**config.mk**
```make
export PLATFORM = sky130hd
export DESIGN_NAME = bcs_regs
export DESIGN_NICKNAME = d
export VERILOG_FILES = /design/src/hw/bcs_pkg.sv /design/src/hw/bcs_regs.sv
export SDC_FILE = /design/constraint.sdc
export NUM_CORES = 1
export LEC_CHECK = 0
export ABC_AREA = 1
export ABC_CLOCK_PERIOD_IN_PS = 1800
export BUFFER_PORTS_ARGS = -buffer_cell sky130_fd_sc_hd__buf_4
export CAP_MARGIN = 15
export CORE_UTILIZATION = 45
export CTS_CLUSTER_SIZE = 24
export DETAILED_ROUTE_END_ITERATION = 12
export PLACE_DENSITY = 0.67
export SLEW_MARGIN = 20
export SYNTH_ARGS = -nofsm -noshare
export SYNTH_HDL_FRONTEND = slang
export SYNTH_SLANG_ARGS = --single-unit
```
**constraint.sdc**
```tcl
create_clock -name pclk -period 1.8 [get_ports pclk]
set_input_delay 0.09 -clock pclk [delete_from_list [all_inputs] [get_ports pclk]]
set_output_delay 0.09 -clock pclk [all_outputs]
set_load 0.03 [all_outputs]
```
**src/hw/bcs_pkg.sv**
```systemverilog
// Package: register map, field layout, reset values and timing for the bridge config block
package bcs_pkg;
	// ====================================================================
	// Register indices as printed; byte address is four times the index
	localparam logic [7:0] IDX_STRAP = 8'h13;
	localparam logic [7:0] IDX_SELFTEST = 8'h14;
	localparam logic [7:0] IDX_LEVEL = 8'h15;
	localparam logic [7:0] IDX_WDOG = 8'h16;
	localparam logic [7:0] IDX_BUSSET = 8'h17;
	localparam logic [7:0] IDX_SCLHIGH = 8'h18;
	localparam int ADDR_W = 8;
	// ====================================================================
	// Reset values
	localparam logic [7:0] RST_STRAP = 8'h88;
	localparam logic [7:0] RST_SELFTEST = 8'h00;
	localparam logic [7:0] RST_LEVEL = 8'h01;
	localparam logic [7:0] RST_WDOG = 8'hFE;
	localparam logic [7:0] RST_BUSSET = 8'h1E;
	localparam logic [7:0] RST_SCLHIGH = 8'h7F;
	// ====================================================================
	// Field positions
	localparam int STRAP_B_DONE = 7;
	localparam int STRAP_A_DONE = 3;
	localparam int SELFTEST_EN = 0;
	localparam int WDOG_DIS = 0;
	localparam int BUSSET_PASS = 7;
	localparam logic [7:0] SELFTEST_MASK = 8'h07;
	localparam logic [7:0] LEVEL_SET = 8'hB5;
	localparam logic [7:0] LEVEL_CLR = 8'hB6;
	localparam logic [8:0] SCL_EXTRA = 9'h005;
	// ====================================================================
	// Clock source codes driven to the clock mux
	typedef enum logic [2:0] {
		BCS_SRC_NONE, BCS_SRC_OSC50, BCS_SRC_OSC100, BCS_SRC_OSC25, BCS_SRC_PIXEL, BCS_SRC_OSC33
	} bcs_src_t;
	// ====================================================================
	// Timing
	localparam longint CLK_HZ = 40000000;
	localparam longint WDOG_UNIT_MS = 2;
	localparam int WDOG_UNIT_CYC = int'(CLK_HZ * WDOG_UNIT_MS / 1000);
	localparam longint STRAP_SETTLE_NS = 1000;
	localparam int STRAP_SETTLE_CYC = int'((STRAP_SETTLE_NS * CLK_HZ + 999999999) / 1000000000);
endpackage : bcs_pkg

```
**src/hw/bcs_regs.sv**
```systemverilog
// Configuration and status register bank with APB slave, straps, watchdog and forwarding
//
// Our own choice: the APB register port.
module bcs_regs #(
	parameter int WDOG_UNIT = bcs_pkg::WDOG_UNIT_CYC,
	parameter int SETTLE = bcs_pkg::STRAP_SETTLE_CYC
) (
	input wire logic pclk,
	input wire logic presetn,
	input wire logic psel,
	input wire logic penable,
	input wire logic pwrite,
	input wire logic [bcs_pkg::ADDR_W-1:0] paddr,
	input wire logic [31:0] pwdata,
	output logic [31:0] prdata,
	output logic pready,
	output logic pslverr,
	input wire logic [2:0] strap_pin_a,
	input wire logic [2:0] strap_pin_b,
	input wire logic strap_scl,
	input wire logic digital_reset,
	input wire logic tmds_clk_present,
	input wire logic osc_use,
	input wire logic bcc_busy,
	input wire logic second_port_select,
	input wire logic acc_valid,
	input wire logic [6:0] acc_id,
	input wire logic [6:0] own_id,
	input wire logic [6:0] remote_deser_id,
	input wire logic [6:0] remote_target_id,
	output logic signalling_level_ctrl,
	output bcs_pkg::bcs_src_t clk_src,
	output logic self_test_en,
	output logic bcc_abort,
	output logic fwd_port0,
	output logic fwd_port1,
	output logic [2:0] sda_hold_steps,
	output logic [3:0] glitch_steps,
	output logic [8:0] scl_high_periods
);
	// ====================================================================
	// Address decode
	function automatic logic hit(input logic [bcs_pkg::ADDR_W-1:0] a, input logic [7:0] idx);
		hit = (a == {idx[5:0], 2'b00});
	endfunction : hit

	// ====================================================================
	// APB slave: one wait state, so pready is a flop like every other output
	logic [7:0] wd;
	logic access;
	logic wr;
	logic next_pready;
	logic next_pslverr;
	logic [31:0] next_prdata;
	logic mapped;
	logic [7:0] rd;
	logic [7:0] strap_reg;
	logic [7:0] selftest;
	logic level;
	logic [7:0] wdog;
	logic [7:0] busset;
	logic pass0;
	logic pass1;
	logic [7:0] sclhigh;

	assign wd = pwdata[7:0];
	assign access = psel && penable;
	assign wr = access && pwrite && pready;

	always_comb begin
		mapped = 1'b1;
		rd = 8'h00;
		if (hit(paddr, bcs_pkg::IDX_STRAP)) begin
			rd = strap_reg;
		end else if (hit(paddr, bcs_pkg::IDX_SELFTEST)) begin
			rd = selftest & bcs_pkg::SELFTEST_MASK;
		end else if (hit(paddr, bcs_pkg::IDX_LEVEL)) begin
			rd = {7'h00, level};
		end else if (hit(paddr, bcs_pkg::IDX_WDOG)) begin
			rd = wdog;
		end else if (hit(paddr, bcs_pkg::IDX_BUSSET)) begin
			rd = busset;
			rd[bcs_pkg::BUSSET_PASS] = second_port_select ? pass1 : pass0;
		end else if (hit(paddr, bcs_pkg::IDX_SCLHIGH)) begin
			rd = sclhigh;
		end else begin
			mapped = 1'b0;
		end
		next_pready = access && !pready;
		next_pslverr = access && !pready && !mapped;
		next_prdata = (access && !pready && !pwrite) ? {24'h000000, rd} : 32'h00000000;
	end

	always_ff @(posedge pclk or negedge presetn) begin
		if (!presetn) begin
			pready <= 1'b0;
			pslverr <= 1'b0;
			prdata <= 32'h00000000;
		end else begin
			pready <= next_pready;
			pslverr <= next_pslverr;
			prdata <= next_prdata;
		end
	end

	// ====================================================================
	// Strap capture: three-stage sync, then a settle count before latching
	logic [6:0] s1;
	logic [6:0] s2;
	logic [6:0] s3;
	logic [15:0] settle;
	logic latched;
	logic [15:0] next_settle;
	logic next_latched;
	logic [7:0] next_strap;
	logic strap_load;

	always_ff @(posedge pclk or negedge presetn) begin
		if (!presetn) begin
			s1 <= 7'h00;
			s2 <= 7'h00;
			s3 <= 7'h00;
		end else begin
			s1 <= {strap_scl, strap_pin_b, strap_pin_a};
			s2 <= s1;
			s3 <= s2;
		end
	end

	always_comb begin
		next_settle = settle;
		next_latched = latched;
		next_strap = strap_reg;
		strap_load = 1'b0;
		if (!latched) begin
			if (s2 != s3) begin
				next_settle = 16'h0000;
			end else if (settle == 16'(SETTLE - 1)) begin
				strap_load = 1'b1;
				next_latched = 1'b1;
				next_strap = {1'b1, s3[5:3], 1'b1, 1'b0, s3[1:0]};
			end else begin
				next_settle = settle + 16'h0001;
			end
		end
	end

	// Done bits stay low until the latch; reads before then show no valid mode
	always_ff @(posedge pclk or negedge presetn) begin
		if (!presetn) begin
			settle <= 16'h0000;
			latched <= 1'b0;
			strap_reg <= bcs_pkg::RST_STRAP & 8'h77;
		end else begin
			settle <= next_settle;
			latched <= next_latched;
			strap_reg <= next_strap;
		end
	end

	// ====================================================================
	// Writable registers
	logic [7:0] next_selftest;
	logic next_level;
	logic [7:0] next_wdog;
	logic [7:0] next_busset;
	logic next_pass0;
	logic next_pass1;
	logic [7:0] next_sclhigh;

	always_comb begin
		next_selftest = selftest;
		next_level = level;
		next_wdog = wdog;
		next_busset = busset;
		next_pass0 = pass0;
		next_pass1 = pass1;
		next_sclhigh = sclhigh;
		if (strap_load) begin
			next_level = !s3[6];
		end
		if (wr) begin
			if (hit(paddr, bcs_pkg::IDX_SELFTEST)) begin
				next_selftest = wd & bcs_pkg::SELFTEST_MASK;
			end
			if (hit(paddr, bcs_pkg::IDX_LEVEL)) begin
				if (wd == bcs_pkg::LEVEL_SET) begin
					next_level = 1'b1;
				end else if (wd == bcs_pkg::LEVEL_CLR) begin
					next_level = 1'b0;
				end
			end
			if (hit(paddr, bcs_pkg::IDX_WDOG)) begin
				next_wdog = wd;
			end
			if (hit(paddr, bcs_pkg::IDX_BUSSET)) begin
				next_busset = wd;
				if (second_port_select) begin
					next_pass1 = wd[bcs_pkg::BUSSET_PASS];
				end else begin
					next_pass0 = wd[bcs_pkg::BUSSET_PASS];
				end
			end
			if (hit(paddr, bcs_pkg::IDX_SCLHIGH)) begin
				next_sclhigh = wd;
			end
		end
		if (digital_reset) begin
			next_level = 1'b1;
		end
	end

	always_ff @(posedge pclk or negedge presetn) begin
		if (!presetn) begin
			selftest <= bcs_pkg::RST_SELFTEST;
			level <= bcs_pkg::RST_LEVEL[0];
			wdog <= bcs_pkg::RST_WDOG;
			busset <= bcs_pkg::RST_BUSSET;
			pass0 <= bcs_pkg::RST_BUSSET[bcs_pkg::BUSSET_PASS];
			pass1 <= bcs_pkg::RST_BUSSET[bcs_pkg::BUSSET_PASS];
			sclhigh <= bcs_pkg::RST_SCLHIGH;
		end else begin
			selftest <= next_selftest;
			level <= next_level;
			wdog <= next_wdog;
			busset <= next_busset;
			pass0 <= next_pass0;
			pass1 <= next_pass1;
			sclhigh <= next_sclhigh;
		end
	end

	// ====================================================================
	// Watchdog: prescaler gives a unit tick, unit counter compares to field
	logic [31:0] pre;
	logic [6:0] units;
	logic fired;
	logic [31:0] next_pre;
	logic [6:0] next_units;
	logic next_fired;
	logic next_abort;
	logic tick;

	always_comb begin
		next_pre = pre;
		next_units = units;
		next_fired = fired;
		next_abort = 1'b0;
		tick = (pre == 32'(WDOG_UNIT - 1));
		if (!bcc_busy || wdog[bcs_pkg::WDOG_DIS]) begin
			next_pre = 32'h00000000;
			next_units = 7'h00;
			next_fired = 1'b0;
		end else if (!fired) begin
			next_pre = tick ? 32'h00000000 : pre + 32'h00000001;
			if (tick) begin
				next_units = units + 7'h01;
			end
			// A zero timeout aborts at the first unit; software avoids it
			if (tick && (units + 7'h01 >= wdog[7:1])) begin
				next_abort = 1'b1;
				next_fired = 1'b1;
			end
		end
	end

	always_ff @(posedge pclk or negedge presetn) begin
		if (!presetn) begin
			pre <= 32'h00000000;
			units <= 7'h00;
			fired <= 1'b0;
			bcc_abort <= 1'b0;
		end else begin
			pre <= next_pre;
			units <= next_units;
			fired <= next_fired;
			bcc_abort <= next_abort;
		end
	end

	// ====================================================================
	// Derived outputs, all registered
	bcs_pkg::bcs_src_t next_src;
	logic next_fwd0;
	logic next_fwd1;
	logic remote_hit;

	always_comb begin
		next_src = bcs_pkg::BCS_SRC_NONE;
		if (selftest[bcs_pkg::SELFTEST_EN]) begin
			unique case (selftest[2:1])
				2'b00: next_src = bcs_pkg::BCS_SRC_PIXEL;
				2'b01: next_src = bcs_pkg::BCS_SRC_OSC33;
				2'b10, 2'b11: next_src = bcs_pkg::BCS_SRC_OSC100;
			endcase
		end else if (!tmds_clk_present && osc_use) begin
			unique case (selftest[2:1])
				2'b00, 2'b01: next_src = bcs_pkg::BCS_SRC_OSC50;
				2'b10: next_src = bcs_pkg::BCS_SRC_OSC100;
				2'b11: next_src = bcs_pkg::BCS_SRC_OSC25;
			endcase
		end
		remote_hit = (acc_id == remote_deser_id) || (acc_id == remote_target_id);
		next_fwd0 = acc_valid && (pass0 ? (acc_id != own_id) : remote_hit);
		next_fwd1 = acc_valid && (pass1 ? (acc_id != own_id) : remote_hit);
	end

	always_ff @(posedge pclk or negedge presetn) begin
		if (!presetn) begin
			clk_src <= bcs_pkg::BCS_SRC_NONE;
			self_test_en <= 1'b0;
			signalling_level_ctrl <= bcs_pkg::RST_LEVEL[0];
			fwd_port0 <= 1'b0;
			fwd_port1 <= 1'b0;
			sda_hold_steps <= bcs_pkg::RST_BUSSET[6:4];
			glitch_steps <= bcs_pkg::RST_BUSSET[3:0];
			scl_high_periods <= {1'b0, bcs_pkg::RST_SCLHIGH} + bcs_pkg::SCL_EXTRA;
		end else begin
			clk_src <= next_src;
			self_test_en <= selftest[bcs_pkg::SELFTEST_EN];
			signalling_level_ctrl <= level;
			fwd_port0 <= next_fwd0;
			fwd_port1 <= next_fwd1;
			sda_hold_steps <= busset[6:4];
			glitch_steps <= busset[3:0];
			scl_high_periods <= {1'b0, sclhigh} + bcs_pkg::SCL_EXTRA;
		end
	end

	// ====================================================================
	// Checks
	a_strap_done: assert property (@(posedge pclk) disable iff (!presetn)
		$rose(latched) |-> strap_reg[bcs_pkg::STRAP_B_DONE] && strap_reg[bcs_pkg::STRAP_A_DONE])
		else $error("strap done bits not set at latch");
	a_strap_stable: assert property (@(posedge pclk) disable iff (!presetn)
		latched |=> $stable(strap_reg))
		else $error("strap status changed after latch");
	a_strap_a_range: assert property (@(posedge pclk) disable iff (!presetn)
		!strap_reg[2])
		else $error("strap A decode outside four modes");
	a_level_set: assert property (@(posedge pclk) disable iff (!presetn)
		wr && hit(paddr, bcs_pkg::IDX_LEVEL) && wd == bcs_pkg::LEVEL_SET |=> ##1 signalling_level_ctrl)
		else $error("level not set by magic write");
	a_level_clr: assert property (@(posedge pclk) disable iff (!presetn)
		wr && hit(paddr, bcs_pkg::IDX_LEVEL) && wd == bcs_pkg::LEVEL_CLR && !digital_reset
		|=> ##1 !signalling_level_ctrl)
		else $error("level not cleared by magic write");
	a_level_dreset: assert property (@(posedge pclk) disable iff (!presetn)
		digital_reset |=> level ##1 signalling_level_ctrl)
		else $error("digital reset did not force 3.3V");
	a_wdog_off: assert property (@(posedge pclk) disable iff (!presetn)
		wdog[bcs_pkg::WDOG_DIS] |=> !bcc_abort)
		else $error("watchdog fired while disabled");
	a_wdog_cause: assert property (@(posedge pclk) disable iff (!presetn)
		bcc_abort |-> $past(bcc_busy) && $past(units) + 7'h01 >= $past(wdog[7:1]))
		else $error("abort without expired timeout");
	a_scl_high: assert property (@(posedge pclk) disable iff (!presetn)
		scl_high_periods == {1'b0, $past(sclhigh)} + bcs_pkg::SCL_EXTRA)
		else $error("SCL high periods not count plus five");
	a_apb_answer: assert property (@(posedge pclk) disable iff (!presetn)
		access && !pready |=> pready ##1 !pready)
		else $error("pready not a single cycle answer");
	a_fwd_own: assert property (@(posedge pclk) disable iff (!presetn)
		acc_valid && acc_id == own_id && !remote_hit |=> !fwd_port0 && !fwd_port1)
		else $error("own address forwarded");
	a_osc_map: assert property (@(posedge pclk) disable iff (!presetn)
		!selftest[0] && !tmds_clk_present && osc_use && selftest[2:1] == 2'b11
		|=> clk_src == bcs_pkg::BCS_SRC_OSC25)
		else $error("oscillator select 11 not 25 MHz");
endmodule : bcs_regs

```
==> metrics.md, run 1 <==
| Metric | Value |
|---|---|
| Outcome | `finished with violations` |
| Failing checks | `setup timing` |
| Most instantiated cells after synthesis | `nand2_1, nor2_1, dfrtp_1` |
| Max Fclk | `~500 MHz` |
| Cells after Synth | `a little over 1,000` |
| H-tree lvl count | `4` |
| Tmin final | `slightly below 2 ns` |
| Hold depth | `4` |
| Static leakage power | `roughly 4.7 nW` |
| Port Buffer Count | `between 90 and 100` |
| Asr flop ratio synth | `100%` |
| Synthesized area per cell | `roughly 8 um2` |
| Vias in the first global route | `roughly 6,700` |
| Biggest area consumer among synthesized cells | `dfrtp_1` |
| Area of the mapped netlist | `approximately 8000 um2` |
| Worst Max-Slew Pin Slew | `around 0.53 ns` |
| Final Hold Vio Count | `0` |
| Most area-consuming cells after synthesis | `dfrtp_1, nand2_1, dfstp_2` |
| Power Total | `between 0.007 and 0.008 W` |
| DRT antenna net count | `0` |
| Sequential share of power | `45.4%` |
| DRC Markers | `0` |
| Top Registers | `pre x32, settle x16, scl_high_periods x9` |
| Clock sinks | `around 150` |
| Setup crit start kind | `flop` |
| First-pass GRT wire length | `about 32 mm` |
| Final Skew | `between 0.007 and 0.008 ns` |
| CP Class | `reg -> reg` |
| First drt pass iteration count | `5` |
| R2R depth | `10` |
| Die Y | `135 um` |
| HPWL Detailed | `14.5 mm` |
| Clk Latency, worst-skew pair | `roughly 0.42 ns` |
| Layout cells sized above 1 | `around 20%` |
| Comb power frac | `7.2%` |
| Top FF cell, synth | `dfrtp_1` |
| Clk pin slew, worst setup/hold paths | `~0.060 ns` |
| CTS tree | `yes` |
| IO Count | `roughly 140` |
| Post-Place Cells | `about 1,300` |
| R2R Setup Slk | `-0.15 ns` |
| Max clock buf depth | `2` |
| Initial Utilization | `between 40% and 50%` |
| Total die area | `between 15,000 and 20,000 um2` |
| Worst hold path type | `in -> reg` |
| # fillers | `~1,600` |
| Final period util | `108%` |
| CTS Root Cell | `clkbuf_16` |
| Core ar. | `around 17,000 um2` |
| PnR worst setup slack | `-0.147 ns` |
| GR Overflow Total | `0` |
| Gpl congestion | `between 0.9 and 1` |
| Worst VDD drop | `0.000686 V` |
| PD cells | `752 nW/um2` |
| Synth warn | `0` |
| Number of flops mapped to enable cells by yosys | `0` |
| CP Max Fanout | `3` |
| Switching power share of the total | `25.4%` |
| Die W | `135 um` |
| Count leader, synth | `nand2_1` |
| CP Capture Type | `flop` |
| Nets | `1,263` |
| Layout area overhead | `24.0%` |
| WP data required | `~2.1 ns` |
| Slew headroom | `~65%` |
| Unrepaired setup endpoints after global routing | `yes` |
| Distinct cell type count after synthesis | `around 40` |
| Gr usage total | `22.6%` |
| Core Rows | `between 40 and 50` |
| Non-Filler Instances | `1,404` |
| Share of the synthesized area in the top cell type | `between 30% and 40%` |
| Setup Viol. Count Final | `2` |
| Yosys reg bits | `between 100 and 150` |
| Num CTS Buffers | `17` |
| Clock Power Share | `47.4%` |
| Antenna cells | `0` |
| DR iter-0 viols | `~470` |
| Via Count | `6,923` |
| WL/cell | `13.8 um` |
| Via/cell ratio | `a little under 5` |
| Largest net degree at the start of global routing | `55` |
| Sw Pwr | `about 0.0019 W` |
| Number of antenna violations at the first check in global routing | `0` |
| CP arrival | `about 2.3 ns` |
| DRT Wirelength | `between 15 and 20 mm` |
| Max Cap Viol | `0` |
| Internal power | `roughly 0.0055 W` |
| Sequential fraction of the synthesis area | `a little under half` |
| Max FFs per register | `32` |
| Biggest register | `pre` |
| Slew Limit Fails | `0` |
## cell usage in the layout (no fill, tap or decap), types with 2 or more instances in the layout
cell type | synthesis | layout
a21oi_1 | 12 | 11
buf_4 | 27 | 128
dfstp_2 | 26 | 26
inv_8 | 0 | 4
nand2_2 | 1 | 3
nand3_1 | 52 | 46
o21bai_1 | 2 | 2
nor3_2 | 2 | 2
ha_1 | 11 | 9
nand3_2 | 0 | 6
clkbuf_16 | 0 | 17
nor4_1 | 3 | 3
xnor2_1 | 17 | 16
o21ai_2 | 10 | 10
conb_1 | 1 | 24
nor2_4 | 2 | 2
inv_1 | 110 | 110
o21ai_0 | 56 | 56
inv_6 | 0 | 6
dfrtp_1 | 121 | 121
nand3b_1 | 5 | 5
o211ai_1 | 2 | 2
nor3_1 | 22 | 22
a21o_1 | 2 | 2
inv_2 | 4 | 4
nand4_1 | 43 | 43
nand2_1 | 285 | 283
clkinv_2 | 1 | 3
nand2_4 | 3 | 3
dlygate4sd3_1 | 0 | 20
nor2_2 | 4 | 10
ha_2 | 0 | 2
nor2_1 | 132 | 126
xor2_1 | 35 | 35
a31oi_1 | 2 | 2
## final cells by class
class                      instances  area [um2]  area share, %
clock buffer                      17         425           4.31
clock inverter                    15         163           1.65
inverter                         115         433           4.38
multi-input combinational        735        3670           37.2
sequential                       147        3710           37.6
tap                              225         282           2.85
timing repair buffer             150        1190           12.1
## power groups by stage
stage / registers (W) / logic, W / clock network [W]
2_1_floorplan: 0.00344 / 0.000265 / 0
3_3_place_gp: 0.00343 / 0.000492 / 0
3_5_place_dp: 0.00343 / 0.000499 / 0
4_1_cts: 0.00337 / 0.000535 / 0.00360
5_1_grt: 0.00338 / 0.000595 / 0.00373
6_report: 0.00337 / 0.000534 / 0.00352
## metrics by stage
step | util [%] | hold slack, ns | instance area (um2) | worst slack, ns | TNS, ns
finish | 57.1 | 0.0270 | 9880 | -0.147 | -0.290
floorplan | - | -0.206 | 8060 | -0.0385 | -0.0739
detailed placement | 52.0 | 0.0880 | 8990 | -0.0958 | -0.191
global route | 57.1 | 0.0484 | 9880 | -0.297 | -0.585
CTS | 56.6 | 0.0227 | 9790 | -0.0787 | -0.146
global placement | 52.0 | 0.0770 | 8990 | -0.0606 | -0.120
## critical path, stage by stage (launching register included)
cell and delay, ns:
dfrtp_1 0.35, ha_2 0.19, nand3_2 0.08, nand3b_1 0.20
xnor2_2 0.17, ha_1 0.35, a21oi_2 0.14, o21a_1 0.14
nand3_2 0.07, nand3_2 0.07, nand2_1 0.06
## repair_timing
action                                  in CTS  in global routing
resized for setup                            0                 16
pin swaps                                    4                  8
hold endpoints to repair                    64                  0
setup buffers                                1                  4
hold buffers                                20                  0
endpoints found under the setup margin       2                 46
## path summary, 6_finish.rpt
kind / start / end
min in group asynchronous: presetn / pre[26]
setup / recovery: units[1] / fired
setup reg to reg: units[1] / fired
hold reg to reg: s1[1] / s2[1]
max in group asynchronous: presetn / glitch_steps[2]
hold / removal: pwrite / prdata[2]
## routing by layer
metal | global-route usage, % | up-vias | wire length [um]
li1 | - | 3504 | -
met1 | 30.3 | 3194 | 8820
met4 | 6.74 | 0 | 253
met5 | 0 | - | 0
met3 | 5.56 | 22 | 1300
met2 | 36.0 | 203 | 8960
## cells by family (layout without fill, tap and decap cells)
| logic type | Yosys count | after routing | synth area share, % |
|---|---|---|---|
| xor+xnor | 52 | 52 | 5.72 |
| fa+ha+maj | 11 | 11 | 1.73 |
| flops | 147 | 147 | 46.6 |
| simple gates | 559 | 559 | 30.3 |
| other cells | 1 | 24 | 0.0471 |
| compound gates | 89 | 89 | 6.39 |
| buf+inv | 157 | 297 | 9.25 |
Power figures use the tool's default switching activity.
==> inputs of run 2 (changes only) <==
--- a/config.mk
+++ b/config.mk
@@ -5,14 +5,15 @@
 export SDC_FILE = /design/constraint.sdc
 export NUM_CORES = 1
 export LEC_CHECK = 0
-export ABC_AREA = 1
+export ABC_AREA = 0
 export ABC_CLOCK_PERIOD_IN_PS = 1800
-export BUFFER_PORTS_ARGS = -buffer_cell sky130_fd_sc_hd__buf_4
 export CAP_MARGIN = 15
 export CORE_UTILIZATION = 45
 export CTS_CLUSTER_SIZE = 24
 export DETAILED_ROUTE_END_ITERATION = 12
-export PLACE_DENSITY = 0.67
+export DONT_BUFFER_PORTS = 1
+export PLACE_DENSITY = 0.6
+export SETUP_SLACK_MARGIN = 0.02
 export SLEW_MARGIN = 20
 export SYNTH_ARGS = -nofsm -noshare
 export SYNTH_HDL_FRONTEND = slang
==> metrics.md, run 2 <==
| Metric | Value |
|---|---|
| Outcome | `finished with violations` |
| Failing checks | `hold timing, setup timing` |
| Asr flop ratio synth | `100%` |
| Slowest cell on the critical path | `dfrtp_1` |
| Static leakage power | `between 4 and 5 nW` |
| DP Worst Slack | `-0.163 ns` |
| Worst hold path type | `in -> async` |
| Commonest non-fill, non-tap cells in the layout | `dfrtp_1, buf_4, nor2_1` |
| Commonest non-fill, non-tap cell in the layout | `dfrtp_1` |
| DRC Markers | `0` |
| DRT Wirelength | `17.5 mm` |
| CP arrival | `around 2.2 ns` |
| Die Y | `around 130 um` |
| Share of the synthesized area in the top cell type | `around 43%` |
| Die W | `128 um` |
| CP Capture Type | `flop` |
| Count leader, synth | `dfrtp_1` |
| HPWL Detailed | `around 12 mm` |
| PnR worst setup slack | `-0.136 ns` |
| Slew Limit Fails | `0` |
| Via Count | `around 5,600` |
| Sw Pwr | `roughly 0.0016 W` |
| # fillers | `1,242` |
| Final Hold Vio Count | `around 150` |
| Number of antenna violations at the first check in global routing | `0` |
| Top FF cell, synth | `dfrtp_1` |
| Sequential share of power | `between 40% and 50%` |
| Top Registers | `pre x32, settle x16, scl_high_periods x9` |
| Yosys reg bits | `about 150` |
| WP data required | `roughly 2.1 ns` |
| CTS tree | `yes` |
| Final Skew | `roughly 0.013 ns` |
| Comb power frac | `under 10%` |
| Via/cell ratio | `~5.4` |
| PD cells | `785 nW/um2` |
| Worst VDD drop | `0.000615 V` |
| Clock Power Share | `between 40% and 50%` |
| Most frequent CP cell | `buf_4` |
| IO Count | `between 100 and 150` |
| Biggest area consumer among synthesized cells | `dfrtp_1` |
| Area occupied by multi-input gates | `around 3500 um2` |
| Layout cells sized above 1 | `between 30% and 40%` |
| Tmin final | `1.94 ns` |
| Cells after Synth | `~670` |
| First-pass GRT wire length | `~28 mm` |
| Num CTS Buffers | `17` |
| Vias in the first global route | `5,708` |
| FF+latch area | `3710 um2` |
| Internal power | `around 0.0057 W` |
| First drt pass iteration count | `9` |
| Gpl congestion | `~0.86` |
| Port Buffer Count | `0` |
| Final period util | `108%` |
| Most instantiated cells after synthesis | `dfrtp_1, nor2_1, xnor2_1` |
| Distinct cell type count after synthesis | `between 60 and 70` |
| Unrepaired setup endpoints after global routing | `yes` |
| WL/cell | `around 17 um` |
| CP Class | `reg -> reg` |
| Total die area | `16,300 um2` |
| DR iter-0 viols | `293` |
| Max Fclk | `around 520 MHz` |
| GR Overflow Total | `0` |
| CP peak stage delay | `0.38 ns` |
| Family with the most delay on the worst path | `compound AO/OA/AOI/OAI gates` |
| Nets | `just over 900` |
| Setup Viol. Count Final | `36` |
| Area of the mapped netlist | `7120 um2` |
| Max Cap Viol | `0` |
| Max clock buf depth | `2` |
| Clock sinks | `about 150` |
| Initial Utilization | `a little under half` |
| DRT antenna net count | `0` |
| Synthesized area per cell | `about 11 um2` |
| Util after Layout | `slightly above 60%` |
| Core Rows | `45` |
| Switching power share of the total | `21.8%` |
| Crit-path cells | `nor4_2 > buf_4 > nand4_1 > buf_4 > o31a_1 > a21oi_2 > o21ai_1` |
| Synth warn | `0` |
| Clk pin slew, worst setup/hold paths | `0.06 ns` |
| H-tree lvl count | `4` |
| CTS Root Cell | `clkbuf_16` |
| Setup crit start kind | `flop` |
| Most area-consuming cells after synthesis | `dfrtp_1, dfstp_2, xnor2_1` |
| CP Max Fanout | `7` |
| Hold_buf cts | `27` |
| Max FFs per register | `32` |
| Layout area overhead | `31.0%` |
| Gr usage total | `between 20 and 25%` |
| Antenna cells | `0` |
| Sequential fraction of the synthesis area | `a little over half` |
| Clk Latency, worst-skew pair | `about 0.43 ns` |
| Largest net degree at the start of global routing | `~150` |
| Biggest register | `pre` |
| Core ar. | `between 15,000 and 20,000 um2` |
| Worst path bufs/invs | `2` |
| Number of flops mapped to enable cells by yosys | `0` |
| Hold WS | `-0.640 ns` |
-- run 2: changes by cell type in the layout (fill, tap and decap cells not counted), sizes merged, moves of 19 or more --
cell	change
xnor2	+37
nand2	-243
nand3	-28
nand4	-23
xor2	-19
o21ai	-35
inv	-95
nor2	-75
mux2	+33
-- run 2: layer usage --
| layer | routed length [um] | GRT usage, % |
|---|---|---|
| met3 | 909 | 5.88 |
| met1 | 7700 | 28.8 |
| met5 | 0 | 0 |
| met4 | 371 | 8.93 |
| met2 | 8480 | 36.8 |
-- run 2: power groups by stage --
stage	clock, W	sequential, W	combinational, W
after floorplan	0	0.00344	0.000247
after global placement	0	0.00344	0.000257
after detailed placement	0	0.00344	0.000263
after CTS	0.00367	0.00339	0.000334
after global routing	0.00381	0.00339	0.000366
final	0.00360	0.00339	0.000343
-- run 2: path summary, 6_finish.rpt --
kind,startpoint,endpoint,slack (ns),depth (start not counted)
setup / recovery,pre[31],pre[25],-0.14,7
hold / removal,presetn,self_test_en,-0.64,0
setup reg to reg,pre[31],pre[25],-0.14,7
hold reg to reg,s1[0],s2[0],0.34,0
max in group asynchronous,presetn,signalling_level_ctrl,2.19,0
min in group pclk,own_id[6],fwd_port1,0.02,4
-- run 2: per-stage QoR --
stage                     std cells  total power, W  cell area, um2  TNS [ns]
after floorplan                 689         0.00369            7330     -9.95
after global placement          959         0.00370            8090     -4.69
after detailed placement        959         0.00371            8090     -5.99
after CTS                      1028         0.00739            9230     -2.25
after global routing           1032         0.00757            9330     -8.43
final                          1032         0.00732            9330     -2.41
-- run 2: worst register-to-register path: stages (launching register included) --
cell and delay (ns):
dfrtp_1 0.38, nor4_2 0.29, buf_4 0.15, nand4_1 0.14, buf_4 0.21, o31a_1 0.36
a21oi_2 0.19, o21ai_1 0.08
-- run 2: what timing repair did --
item	CTS	global route
resized for setup	44	12
setup buffers	10	4
endpoints found under the hold margin	192	147
gates cloned	0	0
endpoints found under the setup margin	48	53
pin swaps	24	5
-- run 2: area by class of cell --
type | count | area share, %
clock buffers | 21 | 4.83
clock inverters | 11 | 1.64
inverters | 26 | 1.05
multi-input cells | 475 | 37.4
flip-flops and latches | 147 | 39.8
well taps | 211 | 2.83
repair buffers | 141 | 12.5
-- run 2: logic make-up after synthesis --
group                    synth area share (%)
AND/OR/NAND/NOR                          18.7
AO/OA/AOI/OAI                            7.72
other                                  0.0527
multiplexers                             5.78
flip-flops                               52.1
XOR/XNOR                                 8.61
buffers and inverters                    5.10
adder cells (fa/ha/maj)                  1.93
==> inputs of run 3 (changes only) <==
--- a/config.mk
+++ b/config.mk
@@ -18,3 +18,4 @@
 export SYNTH_ARGS = -nofsm -noshare
 export SYNTH_HDL_FRONTEND = slang
 export SYNTH_SLANG_ARGS = --single-unit
+export TNS_END_PERCENT = 30
==> metrics.md, run 3 (synthesis gave the netlist of run 2 again) <==
| Metric | Value |
|---|---|
| Commonest non-fill, non-tap cell in the layout | `dfrtp_1` |
| Setup TNS | `-2.96 ns` |
| Sw Pwr | `about 0.0017 W` |
| WP data required | `~2.2 ns` |
| Outcome | `finished with violations` |
| Clock sinks | `147` |
| Setup crit start kind | `flop` |
| CP Class | `reg -> reg` |
| WL/cell | `roughly 17 um` |
| HPWL Detailed | `about 12 mm` |
| Max Fclk | `between 500 and 600 MHz` |
| Critical path origin | `pre[14]` |
| Unrepaired setup endpoints after global routing | `yes` |
| Antenna cells | `0` |
| Vias in the first global route | `5,579` |
| H-tree lvl count | `4` |
| Layout area overhead | `26.3%` |
| Max clock buf depth | `2` |
| Sequential share of power | `47.7%` |
| DRT antenna net count | `0` |
| Final Skew | `approximately 0.011 ns` |
| Worst VDD drop | `~0.00063 V` |
| Max FFs per register | `32` |
| Die Y | `128 um` |
| Post-route cell area | `between 8000 and 9000 um2` |
| Max Cap Viol | `0` |
| Placed cell areas | `around 7900 um2` |
| Tmin final | `slightly below 2 ns` |
| Internal power | `around 0.0054 W` |
| Via/cell ratio | `roughly 5.3` |
| Final period util | `110%` |
| Gpl congestion | `around 0.86` |
| Die W | `roughly 130 um` |
| Largest net degree at the start of global routing | `roughly 150` |
| IO Count | `about 140` |
| GR Overflow Total | `0` |
| Comb power frac | `4.6%` |
| PnR worst setup slack | `-0.173 ns` |
| Slew Limit Fails | `0` |
| Initial Utilization | `approximately 46%` |
| Worst hold path type | `in -> async` |
| Port Buffer Count | `0` |
| First-pass GRT wire length | `approximately 27 mm` |
| Total die area | `16,300 um2` |
| DRC Markers | `0` |
| RR Startpoint | `pre[14]` |
| Clock Power Share | `47.7%` |
| Clk Latency, worst-skew pair | `between 0.4 and 0.5 ns` |
| Hold_buf cts | `27` |
| First drt pass iteration count | `5` |
| Top Registers | `pre x32, settle x16, scl_high_periods x9` |
| CP arrival | `approximately 2.3 ns` |
| Final Hold Vio Count | `about 150` |
| Gr usage total | `between 20% and 30%` |
| Via Count | `around 5,400` |
| Num CTS Buffers | `17` |
| Core ar. | `15,300 um2` |
| Nets | `880` |
| Layout cells sized above 1 | `between 20% and 30%` |
| Commonest non-fill, non-tap cells in the layout | `dfrtp_1, buf_4, nor2_1` |
| DRT Wirelength | `16.7 mm` |
| Util after Layout | `58.7%` |
| CP Capture Type | `flop` |
| Hold WS | `-0.631 ns` |
| Failing checks | `hold timing, setup timing` |
| # fillers | `roughly 1,300` |
| CTS tree | `yes` |
| Number of antenna violations at the first check in global routing | `0` |
| CTS Root Cell | `clkbuf_16` |
| Clk pin slew, worst setup/hold paths | `0.06 ns` |
| Biggest register | `pre` |
| DR iter-0 viols | `378` |
| Setup Viol. Count Final | `37` |
| CP Max Fanout | `4` |
| PD cells | `~800 nW/um2` |
| Core Rows | `45` |
| Switching power share of the total | `between 20% and 30%` |
| Static leakage power | `around 3.8 nW` |
==> run 3: routing by layer <==
metal | GRT usage [%] | share of wire, % | routed length, um
met5 | 0 | 0 | 0
met4 | 6.51 | 1.5 | 257
met3 | 4.92 | 4.5 | 744
met2 | 35.9 | 51 | 8430
met1 | 27.3 | 43 | 7230
==> run 3: repair_timing <==
| item | in CTS | in global routing |
|---|---|---|
| cloned | 0 | 0 |
| resized for setup | 7 | 41 |
| buffers inserted | 2 | 0 |
| endpoints found under the hold margin | 192 | 147 |
| pin swaps | 7 | 9 |
| endpoints found under the setup margin | 47 | 53 |
==> run 3: power groups by stage <==
stage / logic (W) / registers, W / clock network, W
after CTS: 0.000314 / 0.00338 / 0.00346
after global placement: 0.000246 / 0.00344 / 0
after floorplan: 0.000242 / 0.00344 / 0
after global routing: 0.000350 / 0.00339 / 0.00359
after detailed placement: 0.000251 / 0.00344 / 0
final: 0.000325 / 0.00339 / 0.00339
==> run 3: stage by stage <==
| step | power (W) | worst slack (ns) | instances |
|---|---|---|---|
| floorplan | 0.00368 | -0.408 | 689 |
| global placement | 0.00369 | -0.208 | 946 |
| finish | 0.00710 | -0.173 | 1007 |
| global route | 0.00733 | -0.219 | 1007 |
| CTS | 0.00715 | -0.178 | 1007 |
| detailed placement | 0.00369 | -0.206 | 946 |
==> run 3: layout make-up <==
class / instances / area, um2 / share of cell area (%)
Multi-Input combinational cell: 475 / 3380 / 37.5
Tap cell: 211 / 264 / 2.94
Sequential cell: 147 / 3710 / 41.3
Clock inverter: 14 / 130 / 1.45
Inverter: 26 / 97.6 / 1.09
Clock buffer: 18 / 439 / 4.88
Timing Repair Buffer: 116 / 975 / 10.8
==> run 3: critical path: stages (launching register included) <==
cell and delay, ns:
dfrtp_1 0.45, and4_1 0.29, nand2_1 0.11, or3_4 0.38, or4_4 0.54, a21oi_2 0.13
==> run 3: worst paths after layout <==
path	to	slack (ns)	cells after the start
setup reg to reg	pre[31]	-0.17	5
min in group pclk	level	0.01	3
hold reg to reg	s2[2]	0.35	0
hold / removal	settle[10]	-0.63	0
setup / recovery	pre[31]	-0.17	5
max in group asynchronous	wdog[7]	2.13	0
